$ cat src/hb16_pkg.sv
`default_nettype none
package hb16_pkg;
  // ----------------------------------------
  // Configuration encodings
  // ----------------------------------------
  localparam logic [3:0] MAIN_MODE_HB16 = 4'h3;
  localparam logic [1:0] HB16_MODE_MUXED = 2'h0;
  localparam logic [1:0] LANE_SEL_OFF = 2'h1;
  localparam logic [1:0] LINE_CFG_ALE = 2'h0;
  localparam logic [1:0] LINE_CFG_ONE_CS = 2'h1;
  localparam logic [1:0] LINE_CFG_TWO_CS = 2'h2;
  localparam logic [1:0] LINE_CFG_ALE_TWO_CS = 2'h3;
  // ----------------------------------------
  // Reset values and phase counts
  // ----------------------------------------
  localparam logic [15:0] AD_RESET = 16'h0000;
  localparam logic [3:0] ADDR_CYCLES = 4'h2;
  localparam logic [3:0] DATA_CYCLES = 4'h2;
  // ----------------------------------------
  // Access phases
  // ----------------------------------------
  typedef enum logic [1:0] {
    ST_IDLE = 2'b00,
    ST_ADDR = 2'b01,
    ST_DATA = 2'b11,
    ST_DONE = 2'b10
  } phase_t;
endpackage
`default_nettype wire

$ cat src/hb16_strobe_timer.sv
`default_nettype none
module hb16_strobe_timer
  import hb16_pkg::*;
(
  input wire logic ref_clk,
  input wire logic nrst,
  input wire logic load,
  input wire logic [3:0] loadValue,
  output logic expired
);
  // ----------------------------------------
  // Phase countdown
  // ----------------------------------------
  logic [3:0] cnt_q; // Remaining cycles
  logic [3:0] cnt_d;
  // Next count
  always_comb begin
    cnt_d = cnt_q;
    if (load) begin
      cnt_d = loadValue - 4'h1;
    end else if (cnt_q != 4'h0) begin
      cnt_d = cnt_q - 4'h1;
    end
  end
  // Register count
  always_ff @(posedge ref_clk) begin
    if (!nrst) begin
      cnt_q <= 4'h0;
    end else begin
      cnt_q <= cnt_d;
    end
  end
  // Expires when count is zero; load is left out so the caller may reload on expiry without a loop
  assign expired = (cnt_q == 4'h0);
endmodule
`default_nettype wire

$ cat src/host_bus_sixteen.sv
`default_nettype none
module host_bus_sixteen
  import hb16_pkg::*;
(
  input wire logic ref_clk,
  input wire logic nrst,
  input wire logic [3:0] mainMode,
  input wire logic [1:0] hb16Mode,
  input wire logic [1:0] byteSelCfg,
  input wire logic [1:0] selectLineConfig,
  input wire logic reqValid,
  input wire logic reqWrite,
  input wire logic [18:0] reqAddr,
  input wire logic [15:0] reqWdata,
  input wire logic [1:0] reqLanes,
  input wire logic [1:0] reqChip,
  input wire logic [15:0] adIn,
  output logic reqReady,
  output logic rspValid,
  output logic [15:0] rspRdata,
  output logic [15:0] adOut,
  output logic adOe,
  output logic [2:0] upperAddr,
  output logic aleOut,
  output logic rdStrobeN,
  output logic wrStrobeN,
  output logic [3:0] chipSelN,
  output logic [1:0] byteLaneSelN,
  output logic active
);
  // ----------------------------------------
  // Personality decode
  // ----------------------------------------
  logic enabled; // Port in muxed sixteen-bit mode
  // Main and sub mode both select this form
  assign enabled = (mainMode == MAIN_MODE_HB16) && (hb16Mode == HB16_MODE_MUXED);
  logic useAle; // Config uses latch strobe
  assign useAle = (selectLineConfig == LINE_CFG_ALE) || (selectLineConfig == LINE_CFG_ALE_TWO_CS);

  // ----------------------------------------
  // State
  // ----------------------------------------
  phase_t st_q, st_d; // Access phase
  logic write_q, write_d; // Latched direction
  logic [18:0] addr_q, addr_d; // Latched address
  logic [15:0] wdata_q, wdata_d; // Latched write data
  logic [1:0] lanes_q, lanes_d; // Latched lanes
  logic [1:0] chip_q, chip_d; // Latched chip index
  logic [15:0] rdata_q, rdata_d; // Captured read data
  logic rspValid_q, rspValid_d; // Answer pulse
  logic [15:0] adOut_q, adOut_d; // Mux line drive
  logic adOe_q, adOe_d; // Mux line enable
  logic [2:0] upper_q, upper_d; // Upper address lines
  logic ale_q, ale_d; // Latch strobe
  logic rdN_q, rdN_d; // Read strobe
  logic wrN_q, wrN_d; // Write strobe
  logic [3:0] csN_q, csN_d; // Chip selects
  logic [1:0] blN_q, blN_d; // Byte-lane selects
  logic timerLoad; // Start a phase
  logic [3:0] timerValue; // Phase length
  logic timerDone; // Phase over
  logic ready_q; // Taking requests, registered
  logic active_q; // Busy, registered

  // ----------------------------------------
  // Phase timer
  // ----------------------------------------
  hb16_strobe_timer timer (
    .ref_clk(ref_clk),
    .nrst(nrst),
    .load(timerLoad),
    .loadValue(timerValue),
    .expired(timerDone)
  );

  // ----------------------------------------
  // Chip select decode
  // ----------------------------------------
  logic [3:0] csSel; // Active-high selects for this access
  always_comb begin
    csSel = 4'h0;
    // Select option decode
    // option field decode
    case (selectLineConfig)
      LINE_CFG_ALE: csSel = 4'h0;
      LINE_CFG_ONE_CS: csSel = 4'h1;
      LINE_CFG_TWO_CS, LINE_CFG_ALE_TWO_CS: csSel = chip_q[0] ? 4'h2 : 4'h1;
      default: csSel = 4'h0;
    endcase
  end

  // ----------------------------------------
  // Next-state logic
  // ----------------------------------------
  always_comb begin
    st_d = st_q;
    write_d = write_q;
    addr_d = addr_q;
    wdata_d = wdata_q;
    lanes_d = lanes_q;
    chip_d = chip_q;
    rdata_d = rdata_q;
    rspValid_d = 1'b0;
    adOut_d = adOut_q;
    adOe_d = adOe_q;
    upper_d = upper_q;
    ale_d = 1'b0;
    rdN_d = 1'b1;
    wrN_d = 1'b1;
    csN_d = 4'hF;
    blN_d = 2'h3;
    timerLoad = 1'b0;
    timerValue = ADDR_CYCLES;
    case (st_q)
      // Wait for a request
      ST_IDLE: begin
        adOe_d = 1'b0;
        // accept only in mode
        // Ready gates the take, so no request slips in on the first edge after reset
        if (reqValid && enabled && ready_q) begin
          write_d = reqWrite;
          addr_d = reqAddr;
          wdata_d = reqWdata;
          lanes_d = reqLanes;
          chip_d = reqChip;
          adOut_d = reqAddr[15:0];
          adOe_d = 1'b1;
          upper_d = reqAddr[18:16];
          ale_d = useAle;
          timerLoad = 1'b1;
          timerValue = ADDR_CYCLES;
          st_d = ST_ADDR;
        end
      end
      // Address held on the lines
      ST_ADDR: begin
        csN_d = ~csSel;
        if (timerDone) begin
          adOut_d = wdata_q;
          adOe_d = write_q;
          timerLoad = 1'b1;
          timerValue = DATA_CYCLES;
          st_d = ST_DATA;
          rdN_d = write_q;
          wrN_d = !write_q;
          blN_d = (byteSelCfg == LANE_SEL_OFF) ? 2'h3 : ~lanes_q;
        end
      end
      // Strobe asserted, data on lines
      ST_DATA: begin
        csN_d = ~csSel;
        blN_d = blN_q;
        rdN_d = rdN_q;
        wrN_d = wrN_q;
        if (timerDone) begin
          rdN_d = 1'b1;
          wrN_d = 1'b1;
          blN_d = 2'h3;
          // Read data sampled at strobe end
          if (!write_q) begin
            rdata_d = adIn;
          end
          rspValid_d = 1'b1;
          st_d = ST_DONE;
        end
      end
      // Release lines, one recovery cycle
      ST_DONE: begin
        adOe_d = 1'b0;
        st_d = ST_IDLE;
      end
      default: st_d = ST_IDLE;
    endcase
  end

  // ----------------------------------------
  // State registers
  // ----------------------------------------
  always_ff @(posedge ref_clk) begin
    if (!nrst) begin
      st_q <= ST_IDLE;
      write_q <= 1'b0;
      addr_q <= 19'h00000;
      wdata_q <= AD_RESET;
      lanes_q <= 2'h0;
      chip_q <= 2'h0;
      rdata_q <= AD_RESET;
      rspValid_q <= 1'b0;
      adOut_q <= AD_RESET;
      adOe_q <= 1'b0;
      upper_q <= 3'h0;
      ale_q <= 1'b0;
      rdN_q <= 1'b1;
      wrN_q <= 1'b1;
      csN_q <= 4'hF;
      blN_q <= 2'h3;
    end else begin
      st_q <= st_d;
      write_q <= write_d;
      addr_q <= addr_d;
      wdata_q <= wdata_d;
      lanes_q <= lanes_d;
      chip_q <= chip_d;
      rdata_q <= rdata_d;
      rspValid_q <= rspValid_d;
      adOut_q <= adOut_d;
      adOe_q <= adOe_d;
      upper_q <= upper_d;
      ale_q <= ale_d;
      rdN_q <= rdN_d;
      wrN_q <= wrN_d;
      csN_q <= csN_d;
      blN_q <= blN_d;
    end
  end

  // ----------------------------------------
  // Outputs
  // ----------------------------------------
  // Ready and busy flags, both registered
  always_ff @(posedge ref_clk) begin
    if (!nrst) begin
      ready_q <= 1'b0;
      active_q <= 1'b0;
    end else begin
      ready_q <= (st_d == ST_IDLE) && enabled;
      active_q <= (st_d != ST_IDLE);
    end
  end
  assign reqReady = ready_q;
  assign rspValid = rspValid_q;
  assign rspRdata = rdata_q;
  assign adOut = adOut_q;
  assign adOe = adOe_q;
  assign upperAddr = upper_q;
  assign aleOut = ale_q;
  assign rdStrobeN = rdN_q;
  assign wrStrobeN = wrN_q;
  assign chipSelN = csN_q;
  assign byteLaneSelN = blN_q;
  assign active = active_q;
endmodule
`default_nettype wire

$ cat config.mk
export PLATFORM = sky130hd
export DESIGN_NAME = host_bus_sixteen
export DESIGN_NICKNAME = d
export VERILOG_FILES = /design/src/hb16_pkg.sv /design/src/hb16_strobe_timer.sv /design/src/host_bus_sixteen.sv
export SDC_FILE = /design/constraint.sdc
export NUM_CORES = 1
export LEC_CHECK = 0
export BUFFER_PORTS_ARGS = -buffer_cell sky130_fd_sc_hd__buf_2
export CELL_PAD_IN_SITES_DETAIL_PLACEMENT = 1
export CELL_PAD_IN_SITES_GLOBAL_PLACEMENT = 1
export CORE_UTILIZATION = 33
export CTS_BUF_LIST = sky130_fd_sc_hd__clkbuf_4
export DETAILED_ROUTE_END_ITERATION = 8
export PLACE_DENSITY = 0.74
export RECOVER_POWER = 25
export SETUP_SLACK_MARGIN = 0.2
export SLEW_MARGIN = 20
export SYNTH_ARGS = -nofsm -noshare
export SYNTH_HDL_FRONTEND = slang
export SYNTH_SLANG_ARGS = --single-unit
$ cat constraint.sdc
create_clock -name ref_clk -period 1.8 [get_ports ref_clk]
set_input_delay 0.36 -clock ref_clk [delete_from_list [all_inputs] [get_ports ref_clk]]
set_output_delay 0.36 -clock ref_clk [all_outputs]
set_load 0.05 [all_outputs]
== After elaboration in Yosys (flattened, before gate mapping) ==
Index checks and enable logic that the tools add are counted.
Storage, ports and cells
  register bits: 74
  bits in latches: 0
  memory bits (writable): 0
  output and inout bits: 48
  memories: 0
  ROM bits: 0
  word-level logic and storage cells: 86
  bits of input ports: 69
Cells by class
  divide/modulo/power cells: 0
  reductions and logical operators: 26
  $mul: 0
  shift operators: 0
  eq/ne operators: 11
  add/sub/neg operators: 1
  multiplexer cells: 25
  order comparisons: 0
  bitwise operators: 4
Operators with widths (count)
  2-to-1 mux 16 bit: 2
  one-hot mux 16 bit (2 select lines): 1
  2-to-1 mux 2 bit: 7
  one-hot mux 4 bit (3 select lines): 1
  AND reduction 3 bit: 3
  equality test 2 bit, second input constant: 4
  zero test 2 bit: 4
  2-to-1 mux 1 bit: 8
  one-hot mux 2 bit (4 select lines): 1
  AND reduction 2 bit: 4
  equality test 2 x 1 -> 1 bit, second input constant: 3
  one-hot mux 1 bit (2 select lines): 3
  nonzero test 2 bit: 3
  OR reduction 2 bit: 3
  equality test 4 x 2 -> 1 bit, second input constant: 1
  logical AND 1 bit: 4
  zero test 4 bit: 1
  inequality test 2 x 1 -> 1 bit, second input constant: 2
  NOT 4 bit: 1
  one-hot mux 2 bit (2 select lines): 1
  nonzero test 4 bit: 1
  subtractor 4 x 1 -> 4 bit, second input constant: 1
  one-hot mux 1 bit (3 select lines): 1
  nonzero test 3 bit: 1
  other kinds (5): 6

== Longest topological paths before layout ==
Gate-level depths: netlist of the first run.
  depth in word-level cells: 8
  depth in mapped cells: 9
  depth with buffers taken out: 6

== Hierarchy ==
A second synthesis of the first run with hierarchy kept.
Unflattened totals
  cell total of the unflattened synthesis: 371
  area total of the unflattened synthesis: 3148.0 µm²
By module, submodules not included
  host_bus_sixteen: cells an instance 349, sequential area each 1361.3 µm², times used 1, area an instance 2930.3 µm²
  hb16_strobe_timer: cells an instance 22, sequential area each 80.1 µm², times used 1, area an instance 217.7 µm²

== Worst setup path after synthesis of the first run ==
No wires, ideal clock.
  kind: register to register
  start point: register timer.cnt_q[0]
  end point: register adOut_q[6], in the netlist adOut[6]
  setup time: 0.122 ns
  required time: 1.678 ns
  setup slack: -0.014 ns
  path buffers: 3
  stages on the path, launching flop included: 10
  data arrival time: 1.692 ns
  cells stage by stage: dfxtp_1 -> inv_1 -> ha_1 -> or3b_1 -> buf_6 -> a21oi_4 -> and2_1 -> buf_6 -> buf_12 -> a211oi_1
On the way
  cells in the longest elaborated chain, start to end: 3
RTL lines
  start: declaration: RTL line hb16_strobe_timer.sv:14  | logic [3:0] cnt_q;
  start signal: assignment: RTL line hb16_strobe_timer.sv:30  | cnt_q <= cnt_d;
  zero test 4 bit: RTL line hb16_strobe_timer.sv:34  | assign expired = (cnt_q == 4'h0);
  inequality test 2 x 1 -> 1 bit (no source line)
  AND reduction 3 bit (no source line)
  end signal: assignment: RTL line host_bus_sixteen.sv:206  | adOut_q <= adOut_d;
  end: declaration: RTL line host_bus_sixteen.sv:51  | logic [15:0] adOut_q, adOut_d;
No other way between the ends.
A chain may end at the register's enable or synchronous reset.

== Worst setup path after layout of the first run ==
  start point: register timer.cnt_q[0]
  end point: register adOut_q[7], in the netlist adOut[7]
The elaborated chain is that of the path after synthesis.

==> results of run 1 <==
-- registers in the layout (all words and copies together), names as in the netlist --
| name | count |
|---|---|
| adOut | 16 |
| rspRdata | 16 |
| wdata_q | 16 |
| timer.cnt_q | 4 |
| upperAddr | 3 |
| byteLaneSelN | 2 |
| chipSelN | 2 |
| lanes_q | 2 |
| st_q | 2 |
| active | 1 |
| adOe | 1 |
| aleOut | 1 |
| chip_q | 1 |
| rdStrobeN | 1 |
| reqReady | 1 |
| rspValid | 1 |
| wrStrobeN | 1 |
| write_q | 1 |
-- Yosys cell counts (3+ instances only) --
cell and instances:
sky130_fd_sc_hd__buf_6 7, sky130_fd_sc_hd__buf_2 3, sky130_fd_sc_hd__clkbuf_1 9, sky130_fd_sc_hd__ha_1 6, sky130_fd_sc_hd__dfxtp_1 72, sky130_fd_sc_hd__nor3b_1 3
sky130_fd_sc_hd__and3_1 5, sky130_fd_sc_hd__inv_1 7, sky130_fd_sc_hd__a21oi_1 59, sky130_fd_sc_hd__nor2_1 6, sky130_fd_sc_hd__o21ai_0 6, sky130_fd_sc_hd__mux2i_1 17
sky130_fd_sc_hd__nand2_1 85, sky130_fd_sc_hd__a211oi_1 17, sky130_fd_sc_hd__nor3_1 6
-- area by class of cell --
cell class / count / area [um2]
Clock inverter: 7 / 118.9
Inverter: 8 / 30.03
Tap cell: 108 / 135.1
Fill cell: 1080 / 4748
Clock buffer: 9 / 67.56
Timing Repair Buffer: 138 / 777.0
Multi-Input combinational cell: 239 / 1484
Sequential cell: 72 / 1445
-- cell families after synthesis --
| kind of cell | share of synthesized area (%) |
|---|---|
| other | 0.1232 |
| DFF | 47.35 |
| muxes | 5.960 |
| and+or+nand+nor | 19.11 |
| AOI/OAI and AO/OA | 17.34 |
| buffers and inverters | 7.645 |
| adders and majority gates | 2.466 |
-- where the power goes --
group	switching (mW)	leakage [nW]	total (mW)	internal, mW
clock network	0.616	0.0942	1.32	0.705
logic	0.826	0.920	1.43	0.606
registers	0.0748	0.583	1.77	1.70
total	1.52	1.60	4.53	3.01
-- how the worst max path moves through the flow --
stage	from	endpoint	slack, ps	depth (start not counted)
CTS	timer.cnt_q[0]	adOut[3]	90	7
global placement	timer.cnt_q[1]	adOut[8]	9	7
finish	timer.cnt_q[0]	adOut[7]	60	7
detailed placement	timer.cnt_q[1]	adOut[2]	-50	7
global route	timer.cnt_q[0]	adOut[9]	20	7
floorplan	timer.cnt_q[0]	adOut[6]	50	9
-- per-stage QoR --
stage	utilization [%]	setup TNS, ps	setup WS, ps	instance area (um2)
final	46.08	0	60.10	4058
after global routing	46.08	0	15.34	4058
after CTS	45.40	0	90.60	3998
after detailed placement	42.44	-315.9	-45.88	3737
after global placement	42.44	0	9.007	3737
after floorplan	-	0	52.92	3074
-- per-layer routing --
metal / vias to the layer above / global-route usage, % / wire, um
met3: 7 / 6.442 / 555
met5: - / 0 / 0
met2: 72 / 31.58 / 4243
li1: 1428 / - / -
met4: 0 / 4.895 / 77
met1: 1364 / 20.31 / 3660
-- layout by cell type, fill, tap and decap left out, types with 2 or more instances in the layout --
cell	count
sky130_fd_sc_hd__a211oi_1	11
sky130_fd_sc_hd__a211oi_2	6
sky130_fd_sc_hd__a21oi_1	50
sky130_fd_sc_hd__a21oi_2	8
sky130_fd_sc_hd__a21oi_4	2
sky130_fd_sc_hd__and2_4	2
sky130_fd_sc_hd__and3_1	5
sky130_fd_sc_hd__buf_12	3
sky130_fd_sc_hd__buf_2	96
sky130_fd_sc_hd__buf_4	18
sky130_fd_sc_hd__buf_6	3
sky130_fd_sc_hd__bufinv_16	3
sky130_fd_sc_hd__clkbuf_1	17
sky130_fd_sc_hd__clkbuf_4	9
sky130_fd_sc_hd__conb_1	2
sky130_fd_sc_hd__dfxtp_1	69
sky130_fd_sc_hd__dfxtp_2	3
sky130_fd_sc_hd__ha_1	5
sky130_fd_sc_hd__inv_1	5
sky130_fd_sc_hd__inv_2	3
sky130_fd_sc_hd__mux2i_1	17
sky130_fd_sc_hd__nand2_1	85
sky130_fd_sc_hd__nand3_1	2
sky130_fd_sc_hd__nand3b_1	2
sky130_fd_sc_hd__nand4bb_1	2
sky130_fd_sc_hd__nor2_1	6
sky130_fd_sc_hd__nor3_1	6
sky130_fd_sc_hd__nor3b_1	2
sky130_fd_sc_hd__nor3b_2	2
sky130_fd_sc_hd__nor4bb_1	2
sky130_fd_sc_hd__o21ai_0	4
sky130_fd_sc_hd__o21ai_2	2
sky130_fd_sc_hd__o22ai_1	2
sky130_fd_sc_hd__or3_1	2
-- critical path: stages (launching register included) --
cell	delay (ps)
sky130_fd_sc_hd__dfxtp_2	340
sky130_fd_sc_hd__inv_2	70
sky130_fd_sc_hd__ha_4	130
sky130_fd_sc_hd__or3b_4	440
sky130_fd_sc_hd__a21oi_4	220
sky130_fd_sc_hd__buf_6	130
sky130_fd_sc_hd__and2_4	220
sky130_fd_sc_hd__a211oi_2	80
-- what timing repair did --
action | in CTS | in global routing
resized for setup | 13 | 12
cloned | 1 | 0
buffers inserted | 3 | 5
endpoints found under the setup margin | 37 | 41
pin swaps | 25 | 7
==> impl_results.html, run 1 <==
<table>
<tr><th>Metric</th><th>Value</th></tr>
<tr><th colspan="2">Power and ir drop</th></tr>
<tr><td>P_leak</td><td>1.597 nW</td></tr>
<tr><td>Total power divided by cell area</td><td>1115 nW/um2</td></tr>
<tr><td>Total power after layout</td><td>4.526 mW</td></tr>
<tr><td>Largest voltage drop on the vdd net</td><td>0.3699 mV</td></tr>
<tr><th colspan="2">Floorplanning</th></tr>
<tr><td>Die outline height</td><td>98.05 um</td></tr>
<tr><td>Die extent in x</td><td>98.05 um</td></tr>
<tr><td>Cell Rows</td><td>34</td></tr>
<tr><td>Core ar.</td><td>8806 um2</td></tr>
<tr><td>Initial cell density of the core</td><td>34.57%</td></tr>
<tr><td>Overall die area</td><td>9613 um2</td></tr>
<tr><td>IO Pins</td><td>117</td></tr>
<tr><th colspan="2">CTS</th></tr>
<tr><td>Total number of clock tree sinks</td><td>72</td></tr>
<tr><td>Maximum clock path buffer count</td><td>2</td></tr>
<tr><td>Cts hold-fix bufs</td><td>0</td></tr>
<tr><td>Clock-pin transition on the worst setup and hold timing paths</td><td>130 ps</td></tr>
<tr><td>Number of buffers created by CTS</td><td>9</td></tr>
<tr><td>Clock Latency Late Sink</td><td>420 ps</td></tr>
<tr><td>Cell at the root of the clock tree</td><td>sky130_fd_sc_hd__clkbuf_4</td></tr>
<tr><td>TritonCTS clock tree</td><td>yes</td></tr>
<tr><td>CTS H-tree lvls</td><td>3</td></tr>
<tr><th colspan="2">Hold path</th></tr>
<tr><td>Min-delay worst type</td><td>input pin to flip-flop</td></tr>
<tr><td>Worst Hold Endpoint</td><td>rspRdata[8]</td></tr>
<tr><td>Worst Min Path Start</td><td>adIn[8]</td></tr>
<tr><td>Worst Hold Depth</td><td>3</td></tr>
<tr><th colspan="2">Logic synthesis</th></tr>
<tr><td>Mean post-synth cell area</td><td>8.901 um2</td></tr>
<tr><td>Cell count after synthesis</td><td>342</td></tr>
<tr><td>Synth unique cells</td><td>40</td></tr>
<tr><td>Proportion of synthesized flip-flops having asynchronous set or reset</td><td>0%</td></tr>
<tr><td>Number of flops mapped to enable cells by yosys</td><td>0</td></tr>
<tr><td>Post-synthesis cell type with the largest combined area</td><td>sky130_fd_sc_hd__dfxtp_1</td></tr>
<tr><td>Synth warnings</td><td>0</td></tr>
<tr><td>Largest cells by area after synthesis</td><td>sky130_fd_sc_hd__dfxtp_1 47%, sky130_fd_sc_hd__nand2_1 10%, sky130_fd_sc_hd__a21oi_1 9.7%</td></tr>
<tr><td>Area fraction of the dominant cell type after synthesis</td><td>47.35%</td></tr>
<tr><td>Register area share after synthesis</td><td>47.35%</td></tr>
<tr><td>Number of synthesized register bits</td><td>72</td></tr>
<tr><td>Top flip-flop cell by instance count after synthesis</td><td>sky130_fd_sc_hd__dfxtp_1</td></tr>
<tr><td>Post-Synthesis Cell Area</td><td>3044 um2</td></tr>
<tr><th colspan="2">Finish</th></tr>
<tr><td>Count of antenna diodes in the layout</td><td>0</td></tr>
<tr><td>Layout overhead on the synthesized area</td><td>33.29%</td></tr>
<tr><td>Total Nets Final</td><td>543</td></tr>
<tr><td>Post-layout instance count excluding filler cells</td><td>581</td></tr>
<tr><td>Fraction of final layout cells with drive strength greater than 1</td><td>36.15%</td></tr>
<tr><th colspan="2">Run</th></tr>
<tr><td>Max_cap viols</td><td>0</td></tr>
<tr><th colspan="2">Placement</th></tr>
<tr><td>Placed wire-length estimate after detailed placement</td><td>5.957 mm</td></tr>
<tr><td>Gpl congestion</td><td>0.7177</td></tr>
<tr><td>Port bufs</td><td>113</td></tr>
<tr><td>Cell total after placement</td><td>556</td></tr>
<tr><th colspan="2">Outcome</th></tr>
<tr><td>Outcome</td><td>finished with violations</td></tr>
<tr><td>Violations in the final reports</td><td>DRC</td></tr>
<tr><th colspan="2">STA</th></tr>
<tr><td>Hold slack</td><td>153.1 ps</td></tr>
<tr><td>Worst Max-Slew Pin Slew</td><td>623.9 ps</td></tr>
<tr><td>Time the worst path needs with I/O delays and setup</td><td>1740 ps</td></tr>
<tr><td>Final setup violation count</td><td>0</td></tr>
<tr><td>Highest achievable clock rate</td><td>574.7 MHz</td></tr>
<tr><td>Largest clock skew in the final design</td><td>13.18 ps</td></tr>
<tr><td>Final Max Slew Viols</td><td>0</td></tr>
<tr><td>Number of failing hold endpoints at the final stage</td><td>0</td></tr>
<tr><td>Unrepaired setup endpoints after global routing</td><td>true</td></tr>
<tr><td>Worst relative slew slack</td><td>58.57%</td></tr>
<tr><td>Ratio of final minimum period to clock period</td><td>96.66%</td></tr>
<tr><th colspan="2">Worst setup path</th></tr>
<tr><td>Highest net fanout along the worst path</td><td>8</td></tr>
<tr><td>Category of the worst setup path launch point</td><td>flip-flop</td></tr>
<tr><td>CP Data Arrival Time</td><td>2050 ps</td></tr>
<tr><td>Cell depth of the worst flop-to-flop path</td><td>7</td></tr>
<tr><td>Destination of the worst register-to-register timing path</td><td>adOut[7]</td></tr>
<tr><td>Capturing element type of the critical path</td><td>flip-flop</td></tr>
<tr><td>Register-to-Register Setup Slack</td><td>60 ps</td></tr>
<tr><td>Critical Path RT</td><td>2110 ps</td></tr>
<tr><td>Worst reg2reg path startpoint</td><td>timer.cnt_q[0]</td></tr>
<tr><td>Critical Setup Path Class</td><td>flip-flop to flip-flop</td></tr>
<tr><th colspan="2">Route</th></tr>
<tr><td>Number of routed nets with antenna violations</td><td>0</td></tr>
<tr><td>Number of search-and-repair iterations in the first detailed-routing pass</td><td>6</td></tr>
<tr><td>Final routed DRC violation total</td><td>5</td></tr>
<tr><td>DRT Wirelength</td><td>8.537 mm</td></tr>
<tr><td>Avg WL per Cell</td><td>14.69 um</td></tr>
<tr><td>Via-to-Cell Ratio</td><td>4.941</td></tr>
<tr><td>Number of vias after detailed routing</td><td>2871</td></tr>
<tr><td>Iteration-0 DRC count of the detailed router</td><td>70</td></tr>
<tr><th colspan="2">Global route</th></tr>
<tr><td>First-pass GRT wire length</td><td>13.63 mm</td></tr>
<tr><td>Number of antenna violations at the first check in global routing</td><td>0</td></tr>
<tr><td>Number of global-route vias before repair</td><td>2897</td></tr>
<tr><td>Leftover overflow at the end of global routing</td><td>0</td></tr>
<tr><td>Maximum number of pins on one net before global-route repair</td><td>25</td></tr>
<tr><td>Global router's overall resource usage</td><td>17.91%</td></tr>
</table>
Note: power is estimated with default switching activity, not from simulation.
==> inputs of run 2 (changes only) <==
--- a/config.mk
+++ b/config.mk
@@ -13,6 +13,7 @@
 export DETAILED_ROUTE_END_ITERATION = 8
 export PLACE_DENSITY = 0.74
 export RECOVER_POWER = 25
+export REMOVE_ABC_BUFFERS = 1
 export SETUP_SLACK_MARGIN = 0.2
 export SLEW_MARGIN = 20
 export SYNTH_ARGS = -nofsm -noshare
==> impl_results.html, run 2 (synthesis gave the netlist of run 1 again) <==
<table>
<tr><th>Metric</th><th>Value</th></tr>
<tr><th colspan="2">Route</th></tr>
<tr><td>Final routed DRC violation total</td><td>11</td></tr>
<tr><td>Iteration-0 DRC count of the detailed router</td><td>45</td></tr>
<tr><td>DRT Wirelength</td><td>8.785 mm</td></tr>
<tr><td>Number of vias after detailed routing</td><td>2856</td></tr>
<tr><td>Via-to-Cell Ratio</td><td>4.874</td></tr>
<tr><td>Number of routed nets with antenna violations</td><td>0</td></tr>
<tr><td>Avg WL per Cell</td><td>14.99 um</td></tr>
<tr><td>Number of search-and-repair iterations in the first detailed-routing pass</td><td>6</td></tr>
<tr><th colspan="2">Placement</th></tr>
<tr><td>Port bufs</td><td>113</td></tr>
<tr><td>Worst slack at placement</td><td>-93.61 ps</td></tr>
<tr><td>Placed wire-length estimate after detailed placement</td><td>5.766 mm</td></tr>
<tr><td>Cell total after placement</td><td>561</td></tr>
<tr><td>Gpl congestion</td><td>0.7130</td></tr>
<tr><td>Area post-placement</td><td>3761 um2</td></tr>
<tr><th colspan="2">Floorplanning</th></tr>
<tr><td>Die outline height</td><td>98.05 um</td></tr>
<tr><td>Initial cell density of the core</td><td>34.57%</td></tr>
<tr><td>Overall die area</td><td>9613 um2</td></tr>
<tr><td>Die extent in x</td><td>98.05 um</td></tr>
<tr><td>Core ar.</td><td>8806 um2</td></tr>
<tr><td>Cell Rows</td><td>34</td></tr>
<tr><td>IO Pins</td><td>117</td></tr>
<tr><th colspan="2">Worst setup path</th></tr>
<tr><td>Critical Path, Cell by Cell</td><td>inv_2, ha_4, or3b_4, buf_4, a311o_2, o21ai_4, and4_1</td></tr>
<tr><td>Critical Path RT</td><td>2160 ps</td></tr>
<tr><td>Start point of the critical path</td><td>timer.cnt_q[0]</td></tr>
<tr><td>Capturing element type of the critical path</td><td>flip-flop</td></tr>
<tr><td>Worst Setup EP</td><td>reqReady</td></tr>
<tr><td>Worst reg2reg path startpoint</td><td>timer.cnt_q[0]</td></tr>
<tr><td>Cell depth of the worst flop-to-flop path</td><td>7</td></tr>
<tr><td>Cell with the largest stage delay on the worst path</td><td>sky130_fd_sc_hd__or3b_4</td></tr>
<tr><td>Critical Setup Path Class</td><td>flip-flop to flip-flop</td></tr>
<tr><td>CP Data Arrival Time</td><td>2150 ps</td></tr>
<tr><td>Highest net fanout along the worst path</td><td>6</td></tr>
<tr><td>Biggest cell delay along the critical path</td><td>430 ps</td></tr>
<tr><td>Category of the worst setup path launch point</td><td>flip-flop</td></tr>
<tr><td>Register-to-Register Setup Slack</td><td>10 ps</td></tr>
<tr><td>Destination of the worst register-to-register timing path</td><td>reqReady</td></tr>
<tr><th colspan="2">Global route</th></tr>
<tr><td>Maximum number of pins on one net before global-route repair</td><td>43</td></tr>
<tr><td>Number of antenna violations at the first check in global routing</td><td>0</td></tr>
<tr><td>Number of global-route vias before repair</td><td>3023</td></tr>
<tr><td>First-pass GRT wire length</td><td>14.42 mm</td></tr>
<tr><td>Global router's overall resource usage</td><td>18.92%</td></tr>
<tr><td>Leftover overflow at the end of global routing</td><td>0</td></tr>
<tr><th colspan="2">Power and ir drop</th></tr>
<tr><td>Net load switching power</td><td>1.568 mW</td></tr>
<tr><td>Switching fraction of total power</td><td>34.22%</td></tr>
<tr><td>Largest voltage drop on the vdd net</td><td>0.5369 mV</td></tr>
<tr><td>Share of power burned in the clock network</td><td>24.7%</td></tr>
<tr><td>P_leak</td><td>1.638 nW</td></tr>
<tr><td>Sequential group share of total power</td><td>38.6%</td></tr>
<tr><td>Combinational power share</td><td>36.8%</td></tr>
<tr><td>Total power divided by cell area</td><td>1072 nW/um2</td></tr>
<tr><td>Total power after layout</td><td>4.583 mW</td></tr>
<tr><td>Internal power</td><td>3.015 mW</td></tr>
<tr><th colspan="2">STA</th></tr>
<tr><td>Final Max Slew Viols</td><td>0</td></tr>
<tr><td>Hold slack</td><td>164.1 ps</td></tr>
<tr><td>Time the worst path needs with I/O delays and setup</td><td>1790 ps</td></tr>
<tr><td>Ratio of final minimum period to clock period</td><td>99.46%</td></tr>
<tr><td>Worst relative slew slack</td><td>57.81%</td></tr>
<tr><td>Unrepaired setup endpoints after global routing</td><td>true</td></tr>
<tr><td>Number of failing hold endpoints at the final stage</td><td>0</td></tr>
<tr><td>Worst Max-Slew Pin Slew</td><td>635.6 ps</td></tr>
<tr><td>PnR worst setup slack</td><td>9.747 ps</td></tr>
<tr><td>Final setup violation count</td><td>0</td></tr>
<tr><td>Setup Total Neg Slack</td><td>0 ps</td></tr>
<tr><td>Largest clock skew in the final design</td><td>13.58 ps</td></tr>
<tr><td>Highest achievable clock rate</td><td>558.6 MHz</td></tr>
<tr><th colspan="2">CTS</th></tr>
<tr><td>Clock-pin transition on the worst setup and hold timing paths</td><td>120 ps</td></tr>
<tr><td>Total number of clock tree sinks</td><td>72</td></tr>
<tr><td>TritonCTS clock tree</td><td>yes</td></tr>
<tr><td>Clock Latency Late Sink</td><td>420 ps</td></tr>
<tr><td>Cell at the root of the clock tree</td><td>sky130_fd_sc_hd__clkbuf_4</td></tr>
<tr><td>CTS H-tree lvls</td><td>3</td></tr>
<tr><td>Cts hold-fix bufs</td><td>0</td></tr>
<tr><td>Maximum clock path buffer count</td><td>2</td></tr>
<tr><td>Number of buffers created by CTS</td><td>9</td></tr>
<tr><th colspan="2">Hold path</th></tr>
<tr><td>Min-delay worst type</td><td>input pin to flip-flop</td></tr>
<tr><th colspan="2">Finish</th></tr>
<tr><td>Final cell area excluding filler cells</td><td>4274 um2</td></tr>
<tr><td>Count of antenna diodes in the layout</td><td>0</td></tr>
<tr><td>Number of filler instances in the final layout</td><td>1060</td></tr>
<tr><td>Most frequent standard cell in the layout excluding fill and tap cells</td><td>sky130_fd_sc_hd__buf_2</td></tr>
<tr><td>Total Nets Final</td><td>548</td></tr>
<tr><td>Fraction of final layout cells with drive strength greater than 1</td><td>41.63%</td></tr>
<tr><td>Post-layout instance count excluding filler cells</td><td>586</td></tr>
<tr><td>Commonest cells after routing, fill and taps aside</td><td>92 x sky130_fd_sc_hd__buf_2, 79 x sky130_fd_sc_hd__nand2_1, 69 x sky130_fd_sc_hd__dfxtp_1, 45 x sky130_fd_sc_hd__a21oi_1, 22 x sky130_fd_sc_hd__clkbuf_1</td></tr>
<tr><td>Layout overhead on the synthesized area</td><td>40.40%</td></tr>
<tr><td>Core occupancy in the finished layout</td><td>48.54%</td></tr>
<tr><th colspan="2">Run</th></tr>
<tr><td>Max_cap viols</td><td>0</td></tr>
<tr><th colspan="2">Outcome</th></tr>
<tr><td>Violations in the final reports</td><td>DRC</td></tr>
<tr><td>Outcome</td><td>finished with violations</td></tr>
</table>
run 2: changes by cell type in the layout (fill, tap and decap cells not counted), moves of 5 or more:
cell,delta
sky130_fd_sc_hd__clkbuf_1,+5
sky130_fd_sc_hd__a211oi_1,-11
sky130_fd_sc_hd__nand2_1,-6
sky130_fd_sc_hd__a211oi_2,+11
sky130_fd_sc_hd__a21oi_1,-5
run 2: how the worst min path moves through the flow:
stage	depth (start not counted)	slack, ps	from	to
after floorplan	1	420	nrst	byteLaneSelN[0]
after global placement	2	440	upperAddr[1]	upperAddr[1]
after detailed placement	2	440	rspRdata[2]	rspRdata[2]
after CTS	3	140	adIn[8]	rspRdata[8]
after global routing	3	150	reqWdata[14]	wdata_q[14]
final	3	160	adIn[15]	rspRdata[15]
run 2: cell type report:
cell class                 count  area, um2  share of cell area [%]
multi-input combinational    238       1623                   37.97
sequential                    72       1445                   33.81
clock buffer                   9      67.56                   1.581
timing repair buffer         144      887.1                   20.76
clock inverter                 7      86.33                   2.020
tap                          108      135.1                   3.162
inverter                       8      30.03                  0.7026
run 2: power by group through the flow:
stage	combinational [mW]	sequential, mW	clock, mW
after floorplan	0.527	2.01	0
after global placement	1.21	1.78	0
after detailed placement	1.25	1.78	0
after CTS	1.42	1.76	1.18
after global routing	1.82	1.78	1.25
final	1.69	1.77	1.13
run 2: routing by layer:
layer | part of all wire (%) | up-vias | track usage, %
li1 | - | 1431 | -
met1 | 47 | 1331 | 24.07
met2 | 46 | 84 | 31.26
met3 | 5.6 | 10 | 4.295
met4 | 1.3 | 0 | 6.993
met5 | 0 | - | 0
run 2: worst max-delay path, delay by kind of cell (launching register included):
family          cells  cell delay (ps)
fa+ha+maj           1              120
flops               1              350
simple gates        2              630
buf+inv             2              230
compound gates      2              420
run 2: what timing repair did:
action	CTS	global route
resized for setup	41	36
buffers inserted	2	5
setup endpoints to repair	39	66
cloned	1	1
pin swaps	17	15
